<file path="src/design/irq_pkg.sv">
// Functional notes
// RULE1 - many sources gathered onto ten vectors
// RULE2 - three levels: highest, high, low
// RULE3 - nest only strictly higher level requests
// RULE4 - simultaneous vectors: highest level wins
// RULE5 - equal level: smallest vector address wins
// RULE6 - first two vectors: highest or low
// RULE7 - other eight vectors: high or low
// RULE8 - vectors 13h,1bh source groups
// RULE9 - vectors 23h,2bh source groups
// RULE10 - vectors 33h,3bh source groups
// RULE11 - vectors 43h,4bh source groups
// RULE12 - source flag list names branch causes
// RULE13 - branch request, raise level, restore on return
`default_nettype none
package irq_pkg;
  localparam int SRC_COUNT = 32;            // source flag inputs
  localparam int VEC_COUNT = 10;            // vector addresses
  localparam int ADDR_W    = 17;            // program address width
  // level codes, ordered so a larger code is a higher level
  localparam logic [1:0] LVL_NONE = 2'h0;   // no request / idle
  localparam logic [1:0] LVL_LOW  = 2'h1;   // low
  localparam logic [1:0] LVL_HIGH = 2'h2;   // high
  localparam logic [1:0] LVL_TOP  = 2'h3;   // highest
  // vector address = base + step * vector index
  localparam logic [16:0] VEC_BASE = 17'h00003;
  localparam logic [16:0] VEC_STEP = 17'h00008;
  // vectors below this index are the external line zero/one vectors
  localparam int EXT_VEC_COUNT = 2;
  // source bit positions
  localparam int SRC_EXT0 = 0, SRC_EXT1 = 1;
  localparam int SRC_EXT2 = 2, SRC_T0L = 3, SRC_EXT4 = 4, SRC_RRX1 = 5;
  localparam int SRC_EXT3 = 6, SRC_BASE = 7, SRC_EXT5 = 8, SRC_RRX2 = 9;
  localparam int SRC_T0H = 10, SRC_EXT6 = 11;
  localparam int SRC_T1L = 12, SRC_T1H = 13, SRC_EXT7 = 14;
  localparam int SRC_SYNC_SERIAL_PORT_ZERO = 15, SRC_U1RX = 16, SRC_U2RX = 17;
  localparam int SRC_T8L = 18, SRC_T8H = 19;
  localparam int SRC_SYNC_SERIAL_PORT_ONE = 20, SRC_U1TX = 21, SRC_U2TX = 22;
  localparam int SRC_ADC = 23, SRC_SSD = 24, SRC_T6 = 25, SRC_T7 = 26;
  localparam int SRC_PWA = 27, SRC_PWB = 28;
  localparam int SRC_P0 = 29, SRC_T4 = 30, SRC_T5 = 31;
  // which source flags share each vector
  localparam logic [31:0] VEC_MASK [VEC_COUNT] = '{
    32'h0000_0001,  // 00003h: ext line zero
    32'h0000_0002,  // 0000bh: ext line one
    32'h0000_003c,  // 00013h: ext2, timer0 low, ext4, remote rx1
    32'h0000_03c0,  // 0001bh: ext3, base timer, ext5, remote rx2
    32'h0000_0c00,  // 00023h: timer0 high, ext6
    32'h0000_7000,  // 0002bh: timer1 low/high, ext7
    32'h000f_8000,  // 00033h: sync_serial_port_zero, both async rx, timer8 low/high
    32'h0070_0000,  // 0003bh: sync_serial_port_one, both async tx
    32'h1f80_0000,  // 00043h: adc, detector, t6, t7, both pulse outs
    32'he000_0000   // 0004bh: port0, t4, t5
  };
  // per-vector configuration from the core's control logic
  typedef struct packed {
    logic [VEC_COUNT-1:0] enable;   // vector enable
    logic [VEC_COUNT-1:0] lvl_up;   // 1: upper level of the pair
  } irq_cfg_t;
  // branch request towards the core
  typedef struct packed {
    logic              req;         // branch pending
    logic [16:0]       addr;        // vector address
    logic [1:0]        level;       // level of the request
  } irq_branch_t;
endpackage
`default_nettype wire

</file>
<file path="src/design/irq_vec_slot.sv">
`default_nettype none
// one vector: merges its source flags and maps its level choice
module irq_vec_slot #(
  parameter bit EXT_PAIR = 1'b0               // 1: highest/low pair
) (
  input  wire logic [31:0] flags,             // all source flags
  input  wire logic [31:0] mask,              // this vector's sources
  input  wire logic        enable,            // vector enabled
  input  wire logic        lvl_up,            // upper level chosen
  output logic      [1:0]  req_lvl            // requested level or none
);
  logic hit;                                  // any own source raised
  assign hit = |(flags & mask);
  // level mapping per vector kind
  always_comb begin
    if (!(hit && enable)) begin
      req_lvl = irq_pkg::LVL_NONE;
    end else if (!lvl_up) begin
      req_lvl = irq_pkg::LVL_LOW;
    end else if (EXT_PAIR) begin
      req_lvl = irq_pkg::LVL_TOP;             // RULE6
    end else begin
      req_lvl = irq_pkg::LVL_HIGH;            // RULE7
    end
  end
endmodule // irq_vec_slot
`default_nettype wire

</file>
<file path="src/design/irq_ctrl.sv">
`default_nettype none
// vectored three-level interrupt controller facing the core
module irq_ctrl (
  input  wire logic                sys_clk,   // system clock
  input  wire logic                nrst,      // sync reset, active low
  input  wire logic [31:0]         src_flag,  // peripheral source flags
  input  wire irq_pkg::irq_cfg_t   cfg,       // enables and level choice
  input  wire logic                core_ack,  // core takes the branch
  input  wire logic                core_ret,  // handler return pulse
  output irq_pkg::irq_branch_t     branch_r,  // branch request to core
  output logic [31:0]              source_flag_list_r, // causing flags
  output logic [1:0]               serv_level_r // level in service
);
  typedef enum logic {ST_IDLE, ST_BRANCH} state_t;

  state_t            state_r;                 // handshake state
  logic [3:1]        insvc_r;                 // in-service per level
  logic [1:0]        slot_lvl [10];           // request level per vector
  logic [1:0]        cur_lvl;                 // highest level in service
  logic [1:0]        best_lvl;                // winning request level
  logic [3:0]        best_vec;                // winning vector index
  logic              accept;                  // grant this cycle

  // one slot per vector gathers its shared sources
  for (genvar v = 0; v < irq_pkg::VEC_COUNT; v++) begin : g_slot
    irq_vec_slot #(
      .EXT_PAIR (v < irq_pkg::EXT_VEC_COUNT)
    ) u_slot (
      .flags   (src_flag),
      .mask    (irq_pkg::VEC_MASK[v]),        // RULE1 RULE8 RULE9
      .enable  (cfg.enable[v]),               // RULE10 RULE11
      .lvl_up  (cfg.lvl_up[v]),
      .req_lvl (slot_lvl[v])
    );
  end

  // current service level is the highest in-service bit
  always_comb begin
    if (insvc_r[3]) begin
      cur_lvl = irq_pkg::LVL_TOP;             // RULE2
    end else if (insvc_r[2]) begin
      cur_lvl = irq_pkg::LVL_HIGH;
    end else if (insvc_r[1]) begin
      cur_lvl = irq_pkg::LVL_LOW;
    end else begin
      cur_lvl = irq_pkg::LVL_NONE;
    end
  end

  // arbitration: strict compare keeps the lowest vector on a tie
  always_comb begin
    best_lvl = irq_pkg::LVL_NONE;
    best_vec = 4'h0;
    for (int v = 0; v < irq_pkg::VEC_COUNT; v++) begin
      if (slot_lvl[v] > best_lvl) begin       // RULE4 RULE5
        best_lvl = slot_lvl[v];
        best_vec = 4'(v);
      end
    end
  end

  // only strictly higher requests are accepted while idle
  assign accept = (state_r == ST_IDLE) && (best_lvl > cur_lvl) // RULE3
                  && !core_ret;

  // handshake with the core
  always_ff @(posedge sys_clk) begin
    if (!nrst) begin
      state_r <= ST_IDLE;
    end else begin
      case (state_r)
        ST_IDLE: begin
          if (accept) begin
            state_r <= ST_BRANCH;             // RULE13
          end
        end
        ST_BRANCH: begin
          if (core_ack) begin
            state_r <= ST_IDLE;
          end
        end
        default: state_r <= ST_IDLE;
      endcase
    end
  end

  // branch request: address and level latched at grant
  always_ff @(posedge sys_clk) begin
    if (!nrst) begin
      branch_r <= '0;
    end else if (accept) begin
      branch_r.req   <= 1'b1;                 // RULE13
      branch_r.addr  <= irq_pkg::VEC_BASE
                        + 17'(irq_pkg::VEC_STEP * best_vec);
      branch_r.level <= best_lvl;
    end else if (state_r == ST_BRANCH && core_ack) begin
      branch_r.req   <= 1'b0;
    end
  end

  // snapshot of the granted vector's own raised flags
  always_ff @(posedge sys_clk) begin
    if (!nrst) begin
      source_flag_list_r <= '0;
    end else if (accept) begin
      source_flag_list_r <= src_flag & irq_pkg::VEC_MASK[best_vec]; // RULE12
    end
  end

  // in-service bits: set on ack, highest cleared on return
  always_ff @(posedge sys_clk) begin
    if (!nrst) begin
      insvc_r <= '0;
    end else if (state_r == ST_BRANCH && core_ack) begin
      insvc_r[branch_r.level] <= 1'b1;        // RULE13
    end else if (core_ret) begin
      if (insvc_r[3]) begin
        insvc_r[3] <= 1'b0;                   // RULE13
      end else if (insvc_r[2]) begin
        insvc_r[2] <= 1'b0;
      end else begin
        insvc_r[1] <= 1'b0;
      end
    end
  end

  // service level shown to the core
  always_ff @(posedge sys_clk) begin
    if (!nrst) begin
      serv_level_r <= irq_pkg::LVL_NONE;
    end else begin
      serv_level_r <= cur_lvl;
    end
  end
endmodule // irq_ctrl
`default_nettype wire

</file>
<file path="config.mk">
export PLATFORM = sky130hd
export DESIGN_NAME = irq_ctrl
export DESIGN_NICKNAME = d
export VERILOG_FILES = /design/src/design/irq_pkg.sv /design/src/design/irq_vec_slot.sv /design/src/design/irq_ctrl.sv
export SDC_FILE = /design/constraint.sdc
export NUM_CORES = 1
export LEC_CHECK = 0
export BUFFER_PORTS_ARGS = -buffer_cell sky130_fd_sc_hd__clkbuf_2
export CORE_UTILIZATION = 35
export DETAILED_ROUTE_END_ITERATION = 8
export GPL_ROUTABILITY_DRIVEN = 1
export HOLD_SLACK_MARGIN = 0.05
export PLACE_DENSITY = 0.71
export SLEW_MARGIN = 10
export SYNTH_ARGS = -nofsm -noshare
export SYNTH_HDL_FRONTEND = slang
export SYNTH_SLANG_ARGS = --single-unit
export TNS_END_PERCENT = 50
</file>
<file path="constraint.sdc">
create_clock -name sys_clk -period 10.6 [get_ports sys_clk]
set_input_delay 0.53 -clock sys_clk [delete_from_list [all_inputs] [get_ports sys_clk]]
set_output_delay 0.53 -clock sys_clk [all_outputs]
set_load 0.1 [all_outputs]
</file>
Yosys cells after proc, flatten, opt, wreduce, memory -nomap -nowiden
Memory sizes are Yosys's and may differ from the RTL's. Index checks and enable logic that the tools add are counted.

Add/subtract/negate cells: 1. $lt $le $gt $ge: 14. Equal/unequal tests: 2. Multiplexer cells: 55. Bitwise gates (word level): 4. Reduce and logical (&&, ||, !) cells: 27.

Operators with widths (number): two-way mux 2 bit (33); two-way mux 32 bit (2); bitwise AND 32 bit (1); two-way mux 4 bit (8); > comparator 2 bit (10); logical AND 1 bit (14); OR reduction 3 bit (3); adder 2 x 7 -> 8 bit (first input constant) (1); two-way mux 1 bit (8); OR reduction 4 bit (2); two-way mux 3 bit (2); OR reduction 6 bit (1); >= comparator 5 bit (second input constant) (1); NOT 4 -> 5 bit (1); OR reduction 5 bit (1); != test 2 x 1 -> 1 bit (second input constant) (2); nonzero test 2 bit (2); less-than comparator 2 x 3 -> 1 bit (second input constant) (1); OR 3 bit (1); AND reduction 3 bit (1); demux 1 bit (select 2 bit) (1); >= comparator 2 x 1 -> 1 bit (second input constant) (1); > comparator 2 x 1 -> 1 bit (second input constant) (1); one-hot mux 1 bit (2 select lines) (1); 4 further kinds (4).

Register bits after elaboration: 58. Memory bits (read-only): 512. Output and inout port bits: 54. Logic and storage cells: 113. Memories kept: 1.

Memory list: (name not given) (words 16, bits a word 32, rd ports 1, clocked after memory_dff 0, write ports 0, RTL line irq_ctrl.sv:106) `source_flag_list_r <= src_flag & irq_pkg::VEC_MASK[best_vec];`.

Logic depth before layout (Yosys ltp)
Gate-level depths: netlist of the first run.

Depth after elaboration: 27. Mapped depth: 58. Depth with buffers taken out: 56.

By module
Synthesis of the first run repeated with hierarchy kept, for this count alone.

Cell total of the unflattened synthesis: 527. Area, all modules: 4483.0 um^2.

By module, submodules not included: irq_ctrl (times used 1, cells each 289, area each 2648.8 um^2, seq. area each 920.9 um^2); irq_vec_slot (g_slot[2].u_slot ...) (times used 8, cells each 24, area each 177.7 um^2, seq. area each 0.0 um^2); irq_vec_slot (g_slot[0].u_slot ...) (times used 2, cells each 23, area each 206.4 um^2, seq. area each 0.0 um^2).

Least setup slack after synthesis of the first run
Ideal clock, no wire load.

Kind: in2reg. Start point: in src_flag[0]. End point: reg source_flag_list_r[6]. Setup time: 62 ps. Arrival: 10672 ps. Required time: 10538 ps. Path slack: -135 ps. Stages on the path: 56. Path through: nand2_1 > inv_1 > nand2_1 > ha_1 > o21ba_2 > o21ba_2 > or2_2 > ha_1 > nand2b_1 > nand2_1 > nor2_1 > a21oi_1 > inv_1 > ha_1 > nor2b_1 > or2_0 > clkbuf_1 > mux2i_1 > [20 not listed] > o21bai_1 > ha_1 > o21bai_1 > nand2_1 > mux2i_1 > or2_1 > o22ai_1 > ha_1 > nor2b_1 > nor2_1 > o31a_1 > o31a_1 > ha_1 > a211oi_2 > o221ai_2 > nand4bb_4 > a211oi_2 > a22o_1.

Longest elaborated chain between the ends: 27. Elaborated cells between the ends (all ways): 39.

RTL lines: from (decl) (RTL line irq_ctrl.sv:6) `input wire logic [31:0] src_flag,`; logical AND 1 bit * (RTL line irq_vec_slot.sv:16) `if (!(hit && enable)) begin`; two-way mux 2 bit * (RTL line irq_vec_slot.sv:16); > comparator 2 x 1 -> 1 bit (RTL line irq_ctrl.sv:55) `if (slot_lvl[v] > best_lvl) begin`; two-way mux 2 bit * (RTL line irq_ctrl.sv:55); > comparator 2 bit (RTL line irq_ctrl.sv:55); two-way mux 2 bit (RTL line irq_ctrl.sv:55); > comparator 2 bit (RTL line irq_ctrl.sv:55); two-way mux 2 bit (RTL line irq_ctrl.sv:55); [10 not listed]; > comparator 2 bit (RTL line irq_ctrl.sv:55); two-way mux 2 bit (RTL line irq_ctrl.sv:55); > comparator 2 bit (RTL line irq_ctrl.sv:55); two-way mux 4 bit (RTL line irq_ctrl.sv:55); NOT 4 -> 5 bit (not written as such) (RTL line irq_ctrl.sv:106); memory (16 x 32 bit); two-way mux 32 bit (not written as such) (2 in a row) (RTL line irq_ctrl.sv:106); bitwise AND 32 bit (RTL line irq_ctrl.sv:106); to (signal assigned) (RTL line irq_ctrl.sv:106); to (decl) (RTL line irq_ctrl.sv:11) `output logic [31:0] source_flag_list_r,`.

Every way passes the cells marked *; elsewhere a longest branch is shown, timed or not. The select of a mux whose other input is x is not followed. A chain may end at the register's enable or synchronous reset.

Worst setup path in the final report of the first run
Start point: in src_flag[0]. End point: reg branch_r[7] in the netlist's numbering.

Longest elaborated chain between the ends: 25. Elaborated cells between the ends (all ways): 35.

RTL lines: logical AND 1 bit * (RTL line irq_vec_slot.sv:16); two-way mux 2 bit * (RTL line irq_vec_slot.sv:16); > comparator 2 x 1 -> 1 bit (RTL line irq_ctrl.sv:55); two-way mux 2 bit * (RTL line irq_ctrl.sv:55); parallel branches: the longest is 21 deep, another holds > comparator 2 bit; to (decl) (RTL line irq_ctrl.sv:10) `output irq_pkg::irq_branch_t branch_r,`.

Mark *: on every way between the ends.

==> results of run 1 <==
[report_power, final]
part | leakage, uW | switching, uW | internal, uW
clock | 0.0000438 | 58.0 | 44.3
combinational | 0.00160 | 263 | 158
sequential | 0.000373 | 8.72 | 185
total | 0.00201 | 329 | 387
[cells in the mapped netlist, types with 2 or more instances]
library cell,count
nor2_1,30
a211oi_1,2
a311o_1,2
nor4_4,2
ha_1,29
nand2_1,18
a21o_1,2
a21oi_1,10
a41o_1,2
nor4b_2,2
a22o_1,14
o31ai_1,2
and2_1,2
or3_1,4
or4_1,2
and3_1,2
nor3_1,3
o21bai_1,6
a22oi_1,15
o21ai_0,6
a32o_1,2
a211oi_2,2
buf_2,2
o21ba_2,6
dfxtp_1,46
nand4b_1,2
or2_2,5
inv_1,20
buf_4,12
o21ai_1,2
nand2b_1,9
a31oi_1,2
o21a_1,2
o211ai_1,4
nand3_1,13
mux2i_1,3
clkbuf_1,6
nor2b_1,7
o31a_1,3
o22ai_1,4
[state kept, by name (all words and copies together) (netlist names)]
name                flops
source_flag_list_r     32
branch_r                8
insvc_r                 3
serv_level_r            2
state_r                 1
[final cells by class]
| type | count | area [um^2] | share of cell area (%) |
|---|---|---|---|
| clock buffers | 5 | 68.8 | 1.66 |
| multi-input cells | 253 | 2080 | 50.4 |
| flip-flops and latches | 46 | 921 | 22.3 |
| well taps | 105 | 131 | 3.18 |
| clock inverters | 2 | 10.0 | 0.242 |
| inverters | 21 | 78.8 | 1.91 |
| repair buffers | 143 | 841 | 20.3 |
[per-layer routing]
metal	global-route usage, %	share of wire [%]	vias to the layer above
li1	-	-	1481
met1	23.0	47	1355
met2	29.7	48	75
met5	0	0	-
met4	4.23	0.56	0
met3	2.99	3.7	4
[critical path, delay by kind of cell]
| kind | cells | cell delay [ns] |
|---|---|---|
| simple gates | 22 | 3.00 |
| compound gates | 16 | 2.97 |
| buf+inv | 8 | 0.86 |
| fa+ha+maj | 10 | 2.89 |
| mux | 1 | 0.14 |
[cell families after synthesis]
family                   share of synthesized area (%)
other                                            0.127
AO/OA/AOI/OAI                                     26.8
AND/OR/NAND/NOR                                   21.5
flip-flops                                        31.1
buffers and inverters                             6.81
adder cells (fa/ha/maj)                           12.3
multiplexers                                      1.40
[metrics by stage]
stage	instances	worst slack, ns	utilization [%]	hold WS (ns)	TNS [ns]
after floorplan	340	0.00523	-	0.464	0
after global placement	557	0.117	45.9	0.444	0
after detailed placement	557	-0.109	45.9	0.451	-1.84
after CTS	564	0.106	46.9	0.440	0
after global routing	575	-0.0538	50.3	0.463	-0.634
final	575	0.411	50.3	0.451	0
[final timing paths]
kind / startpoint / to / cells past startpoint / slack, ns
worst max-delay path: src_flag[0] / branch_r[7] / 57 / 0.41
worst min-delay path: src_flag[12] / source_flag_list_r[12] / 2 / 0.45
worst max register to register: insvc_r[2] / branch_r[7] / 9 / 8.33
worst min register to register: branch_r[19] / branch_r[19] / 2 / 0.46
[timing repair]
| item | CTS | global route |
|---|---|---|
| buffers inserted | 0 | 11 |
| resized for setup | 0 | 45 |
| hold buffers | 0 | 0 |
| setup endpoints to repair | 0 | 41 |
==> metrics.yaml, run 1 <==
cts.sinks: 46
ys_seq_area_share_pct: 31.1
hold_viol_final: 0
finalPower_uw: 717
yosys.area.top_type_share_pct: 31.1
status: "completed"
insertedDiodeCount: 0
htreeDepth: 2
async_reset_ff_share_pct: 0
powerDensity_mw_per_mm2: 173
start_util_pct: 36.0
insertion_delay_ns: 0.30
fill_cells: 797
antenna_found_initial: 0
grt_first_pass_wirelength_um: 12300
syn_to_final_growth_pct: 39.7
skew_ns: 0.00259
gp_congestion: 0.830
slowest_delay_ns: 0.40
synthTopCellsByArea: "dfxtp_1 31%, ha_1 12%, a22o_1 4.1%"
port_buffers: 98
routed_wl_um: 7900
ys_ff_latch: 46
core.rowCount: 33
core_mm2: 0.00822
track_usage_pct: 17.5
critPathRequiredTime_ns: 10.80
yosysTopAreaCell: "dfxtp_1"
wire_per_inst_um: 13.7
drc: 0
synth_edf_count: 0
crit_path_end_kind: "flip-flop"
overflow: 0
final.period_utilization_pct: 96.1
critical_path_class: "in2reg"
dp_hpwl_um: 6280
avgViaCountPerCell: 5.07
slew_headroom_pct: 48.5
power_leakage_uw: 0.00201
numCtsBuffers: 5
grt_pass1_vias: 2677
startpoint_type: "input pin"
drtIter0Drc: 113
layout_commonest_cell: "clkbuf_2"
cts-root-buf: "clkbuf_8"
layout-drive-gt1-share_pct: 44.9
dr.pass1.iters: 4
worstPathMaxFanout: 4
via_count: 2915
yosysUniqueCellTypes: 63
setup_viol_count_final: 0
clkTransAtPathRegs_ns: 0.08
hp-class: "in2reg"
crit_path_frequent_cell: "ha_1"
period_needed_ns: 10.19
ys.flop_type: "dfxtp_1"
postPlaceCellArea_mm2: 0.00377
grt_max_degree: 28
ant_nets: 0
die_width_um: 94.0
die_h_um: 94.0
synth_cells: 330
fin_area_mm2: 0.00413
top_level_ports: 110
syn_area_mm2: 0.00296
cts_tree: "done"
synth.avg_cell_area_um2: 8.97
worst_ir_drop_vdd_mv: 0.0656
ys.warnings.count: 0
worstPathArrival_ns: 10.39
fmax_mhz: 98.1
maxCapViolCount: 0
clock_path_buffers: 2
cp_slowest_cell: "or3_4"
die_area_mm2: 0.00883
drv_slew: 0
max_slew.worst_pin.slew_ns: 0.768
final_cell_mix: "98 x clkbuf_2, 46 x dfxtp_1, 44 x buf_4"
final_nets: 555
No activity file was read; power rests on OpenSTA's default activity.
==> inputs of run 2 (changes only) <==
--- a/config.mk
+++ b/config.mk
@@ -6,6 +6,7 @@
 export NUM_CORES = 1
 export LEC_CHECK = 0
 export BUFFER_PORTS_ARGS = -buffer_cell sky130_fd_sc_hd__clkbuf_2
+export CORE_MARGIN = 2
 export CORE_UTILIZATION = 35
 export DETAILED_ROUTE_END_ITERATION = 8
 export GPL_ROUTABILITY_DRIVEN = 1
==> run 2 against run 1 <==
  * Non-clock buffer count decreased by 10
  * Sequential share of layout area grew 0.50 points
  * Via count rose by 0.86%
  * Utilization fell by 1.1 points
  * Combinational power decreased by 4%
  * Clock power grew 12%
  * Critical path type unchanged
  * Flip-flop and latch count unchanged
  * Power down 0.39%
  * Routed wire length up 3.5%
  * Clock-buffer cell count grew 1
  * Clock skew up 0.0068 ns
==> metrics.yaml, run 2 (synthesis results as in run 1) <==
dr.pass1.iters: 4  # unchanged
powerDensity_mw_per_mm2: 177  # +1.9%
cp_slowest_cell: "or3_4"
grt_max_degree: 28  # unchanged
crit_buf_inv: 5  # -3
timing.hold.ws_ns: 0.452  # +0.00117 ns
worstSetupStartpoint: "src_flag[0]"
grt_first_pass_wirelength_um: 12600  # +2.3%
max_slew.worst_pin.slew_ns: 0.795  # +0.0271 ns
dp_hpwl_um: 6320  # +0.61%
skew_ns: 0.00936  # +0.00677 ns
wire_per_inst_um: 14.4  # +5.1%
final.period_utilization_pct: 96.4  # +0.32 points
routed_wl_um: 8170  # +3.5%
critPathTopFamily: "simple AND/OR/NAND/NOR gates"
layout-drive-gt1-share_pct: 42.7  # -2.2 points
slew_headroom_pct: 46.7  # -1.8 points
core.rowCount: 33  # unchanged
final.setup.tns_ns: 0  # unchanged
worstPathArrival_ns: 10.48  # +0.09 ns
top_level_ports: 110  # unchanged
clock_path_buffers: 2  # unchanged
r2r_slack_ns: 8.43  # +0.10 ns
die_area_mm2: 0.00921  # +4.3%
endpoint: "source_flag_list_r[4]"
max_flop_register: "source_flag_list_r"
reg2reg_depth: 7  # -2
setup_viol_count_final: 0  # unchanged
die_width_um: 96.0  # +2.1%
power_leakage_uw: 0.00193  # -4.2%
drtIter0Drc: 148  # +31%
path_depth: 57  # unchanged
grt_pass1_vias: 2686  # +0.34%
port_buffers: 98  # unchanged
top_regs: "source_flag_list_r: 32 flops, branch_r: 8 flops, insvc_r: 3 flops"
critPathRequiredTime_ns: 10.86  # +0.06 ns
fill_cells: 792  # -0.63%
syn_to_final_growth_pct: 36.6
status: "completed"
multiInputGateArea_mm2: 0.00206  # -0.96%
clkTransAtPathRegs_ns: 0.09  # about the same
avgViaCountPerCell: 5.19  # +2.5%
final_cell_mix: "98 x clkbuf_2, 46 x dfxtp_1, 35 x buf_4"
start_util_pct: 36.0  # unchanged
insertion_delay_ns: 0.31  # about the same
die_h_um: 96.0  # +2.1%
r2r_start: "insvc_r[3]"
startpoint_type: "input pin"
cts_tree: "done"
via_count: 2940  # +0.86%
ant_nets: 0  # unchanged
critical_path_class: "in2reg"
track_usage_pct: 17.3  # -0.27 points
cts.sinks: 46  # unchanged
worst_ir_drop_vdd_mv: 0.0637  # -3.0%
overflow: 0  # unchanged
fmax_mhz: 97.8  # -0.33%
core_mm2: 0.00822  # unchanged
register_area_um2: 921  # unchanged
slowest_delay_ns: 0.39  # about the same
final_nets: 545  # -1.8%
worstPathMaxFanout: 5  # +1
hold_viol_final: 0  # unchanged
numCtsBuffers: 5  # unchanged
cts-root-buf: "clkbuf_8"
layout_commonest_cell: "clkbuf_2"
htreeDepth: 2  # unchanged
antenna_found_initial: 0  # unchanged
drv_slew: 0  # unchanged
crit_path_frequent_cell: "ha_1"
largest_reg_flops: 32  # unchanged
insertedDiodeCount: 0  # unchanged
hp-class: "in2reg"
drc: 0  # unchanged
crit_path_end_kind: "flip-flop"
timing.rr.end: "source_flag_list_r[4]"
period_needed_ns: 10.22  # +0.0338 ns
gp_congestion: 0.850  # +2.4%
maxCapViolCount: 0  # unchanged
-- run 2: how the worst min path moves through the flow --
stage	cells after the start	slack, ns	end	from
after floorplan	2	0.46	insvc_r[1]	insvc_r[1]
after global placement	2	0.45	branch_r[19]	branch_r[19]
after detailed placement	2	0.45	branch_r[19]	branch_r[19]
after CTS	2	0.45	source_flag_list_r[3]	src_flag[3]
after global routing	2	0.44	source_flag_list_r[3]	src_flag[3]
final	2	0.45	source_flag_list_r[5]	src_flag[5]
-- run 2: final cells by class --
class | instances | area share, %
Clock inverter | 2 | 0.310
Clock buffer | 6 | 2.04
Multi-Input combinational cell | 253 | 51.0
Inverter | 21 | 1.95
Sequential cell | 46 | 22.8
Timing Repair Buffer | 133 | 18.6
Tap cell | 105 | 3.25
-- run 2: what timing repair did --
action / CTS / global route
pin swaps: 5 / 23
hold buffers: 0 / 0
gates resized for setup: 7 / 30
buffers inserted: 2 / 9
setup endpoints to repair: 17 / 41
-- run 2: power by group --
group          leakage, uW  switching [uW]  internal (uW)
logic              0.00151             260            145
clock network    0.0000472            61.7           52.5
registers         0.000373            9.22            185
total              0.00193             331            383
-- run 2: metrics by stage --
stage / cells / util, % / instance area [um^2] / setup slack [ns] / total power (uW)
global placement: 547 / 44.8 / 3680 / 0.109 / 542
floorplan: 340 / - / 3010 / 0.00523 / 458
CTS: 557 / 46.6 / 3820 / 0.0190 / 672
global route: 566 / 49.2 / 4040 / -0.135 / 754
detailed placement: 547 / 44.8 / 3680 / -0.372 / 549
finish: 566 / 49.2 / 4040 / 0.377 / 714
-- run 2: worst reg2reg max path, delay by kind of cell (launching register included) --
kind / cells / cell delay [ns]
AOI/OAI and AO/OA: 3 / 0.64
adders and majority gates: 1 / 0.34
DFF: 1 / 0.39
and+or+nand+nor: 3 / 0.75
-- run 2: per-layer routing --
metal  vias up  GRT usage [%]  routed length [um]
met5         -              0                   0
met4         0           4.17                  74
met3         7           3.68                 494
met2        82           29.1                3960
met1      1391           22.4                3650
li1       1460              -                   -
==> inputs of run 3 (changes only) <==
--- a/config.mk
+++ b/config.mk
@@ -5,13 +5,13 @@
 export SDC_FILE = /design/constraint.sdc
 export NUM_CORES = 1
 export LEC_CHECK = 0
-export BUFFER_PORTS_ARGS = -buffer_cell sky130_fd_sc_hd__clkbuf_2
 export CORE_MARGIN = 2
 export CORE_UTILIZATION = 35
 export DETAILED_ROUTE_END_ITERATION = 8
+export DONT_BUFFER_PORTS = 1
 export GPL_ROUTABILITY_DRIVEN = 1
 export HOLD_SLACK_MARGIN = 0.05
-export PLACE_DENSITY = 0.71
+export PLACE_DENSITY = 0.6
 export SLEW_MARGIN = 10
 export SYNTH_ARGS = -nofsm -noshare
 export SYNTH_HDL_FRONTEND = slang
==> run 3 against run 2 <==
  * Worst hold slack got worse by 0.10 ns
  * Critical path type unchanged
  * Clock skew is 0.0047 ns lower
  * Die area stayed put
  * Maximum frequency about the same
  * Non-clock buffer count down 91
  * Register-to-register slack lost 0.13 ns
==> metrics.yaml, run 3 (synthesis results as in run 1) <==
status: "completed"
setup_ws_ns: 0.376  # -0.00105 ns
comb_power_share_pct: 43.5  # -13 points
critPathTopFamily: "simple AND/OR/NAND/NOR gates"
worstPathMaxFanout: 5  # unchanged
cts_tree: "done"
htreeDepth: 2  # unchanged
cts.sinks: 46  # unchanged
fill_cells: 813  # +2.7%
avgViaCountPerCell: 5.48  # +5.6%
startpoint_type: "input pin"
worstHoldPathCells: 1  # -1
fmax_mhz: 97.8  # about the same
clock_path_buffers: 2  # unchanged
hp-class: "in2reg"
routed_wl_um: 7800  # -4.5%
clkTransAtPathRegs_ns: 0.08  # about the same
crit_path_end_kind: "flip-flop"
post-place-ws_ns: -0.282  # +0.0894 ns
pwr-share-clk_pct: 16.0  # about the same
top_level_ports: 110  # unchanged
fin_area_mm2: 0.00361  # -11%
period_needed_ns: 10.22  # +0.00105 ns
start_util_pct: 36.0  # unchanged
drv_slew: 0  # unchanged
slowest_delay_ns: 0.41  # +0.02 ns
cts-root-buf: "clkbuf_8"
skew_ns: 0.00463  # -0.00473 ns
place_inst: 454  # -17%
gp_congestion: 0.801  # -5.7%
via_count: 2605  # -11%
final_cell_count_no_fill: 475  # -16%
grt_max_degree: 28  # unchanged
final.setup.tns_ns: 0  # unchanged
antenna_found_initial: 0  # unchanged
core_mm2: 0.00822  # unchanged
slew_headroom_pct: 27.2  # -19 points
drtIter0Drc: 100  # -32%
ant_nets: 0  # unchanged
final_cell_mix: "45 x dfxtp_1, 41 x buf_4, 27 x nor2_1, 27 x ha_1, 18 x inv_1"
p_sw_uw: 322  # -2.6%
postPlaceCellArea_mm2: 0.00323  # -12%
largest_reg_flops: 32  # unchanged
powerDensity_mw_per_mm2: 194  # +9.9%
die_h_um: 96.0  # unchanged
cp_slowest_cell: "nor4_4"
worstPathArrival_ns: 10.47  # about the same
finalPower_uw: 701  # -1.8%
track_usage_pct: 16.4  # -0.88 points
intPower_uw: 379  # -1.1%
grt_pass1_vias: 2457  # -8.5%
layout-drive-gt1-share_pct: 28.4  # -14 points
drc: 0  # unchanged
cts_hold_buf: 0  # unchanged
p_sw_share_pct: 46.0  # -0.40 points
crit_path_frequent_cell: "ha_1"
critPathRequiredTime_ns: 10.85  # about the same
setup_viol_count_final: 0  # unchanged
port_buffers: 0  # -100%
top_regs: "source_flag_list_r: 32 flops, branch_r: 8 flops, insvc_r: 3 flops"
power_leakage_uw: 0.00157  # -18%
insertion_delay_ns: 0.30  # about the same
max_slew.worst_pin.slew_ns: 1.09  # +0.295 ns
dp_hpwl_um: 6040  # -4.4%
critical_path_class: "in2reg"
dr.pass1.iters: 4  # unchanged
final.period_utilization_pct: 96.5  # about the same
numCtsBuffers: 5  # unchanged
crit_buf_inv: 2  # -3
die_area_mm2: 0.00921  # unchanged
reg2reg_depth: 8  # +1
core.rowCount: 33  # unchanged
syn_to_final_growth_pct: 22.0
final_nets: 454  # -17%
path_depth: 54  # -5.3%
seqPwrFrac_pct: 40.4  # +13 points
maxCapViolCount: 0  # unchanged
hold_viol_final: 0  # unchanged
wire_per_inst_um: 16.4  # +14%
max_flop_register: "source_flag_list_r"
insertedDiodeCount: 0  # unchanged
layout_commonest_cell: "dfxtp_1"
die_width_um: 96.0  # unchanged
overflow: 0  # unchanged
worst_ir_drop_vdd_mv: 0.0791  # +24%
grt_first_pass_wirelength_um: 11700  # -6.6%
run 3: cell types whose count changed in the layout (fill, tap and decap cells not counted), sizes merged:
cell	delta
clkinvlp	-1
clkbuf	-97
buf	+7
run 3: area by class of cell:
| class | count | area (um^2) | area share (%) |
|---|---|---|---|
| sequential | 46 | 922 | 25.5 |
| clock buffer | 7 | 86.3 | 2.39 |
| inverter | 21 | 78.8 | 2.18 |
| timing repair buffer | 42 | 319 | 8.84 |
| multi-input combinational | 253 | 2070 | 57.3 |
| tap | 105 | 131 | 3.64 |
| clock inverter | 1 | 5.00 | 0.139 |
run 3: worst register-to-register path: stages, from the launching register on:
cell       delay (ns)
dfxtp_1          0.37
inv_1            0.05
a21o_1           0.17
ha_1             0.30
a211oi_2         0.31
o221ai_2         0.17
nand4bb_4        0.28
nor4_4           0.41
a22o_1           0.18
run 3: per-stage QoR:
step           util (%)  hold slack (ns)
2_1_floorplan         -            0.464
3_3_place_gp       39.3            0.485
3_5_place_dp       39.3            0.505
4_1_cts            40.5            0.333
5_1_grt            43.9            0.334
6_report           43.9            0.347
run 3: per-layer routing:
metal	track usage (%)	wire length, um	vias to the layer above	share of wire, %
met5	0	0	-	0
met2	27.3	3650	89	47
met4	4.29	111	0	1.4
met3	3.52	496	12	6.4
met1	21.4	3540	1228	45
li1	-	-	1276	-
run 3: power groups by stage:
stage                     Sequential, uW  Combinational [uW]  Clock [uW]
final                                284                 305         112
after global placement               288                 238           0
after CTS                            284                 245         118
after global routing                 285                 333         124
after detailed placement             288                 244           0
after floorplan                      280                 178           0
run 3: path summary, 6_finish.rpt:
check / from / slack (ns) / endpoint
setup / recovery: cfg[1] / 0.38 / source_flag_list_r[3]
hold / removal: nrst / 0.35 / serv_level_r[0]
hold reg to reg: insvc_r[3] / 0.51 / insvc_r[3]
setup reg to reg: insvc_r[2] / 8.30 / source_flag_list_r[3]
run 3: repair_timing:
item                                    4_1_cts  5_1_grt
resized for setup                             0       41
endpoints found under the hold margin         0        0
setup buffers                                 0       13
endpoints found under the setup margin        0       41
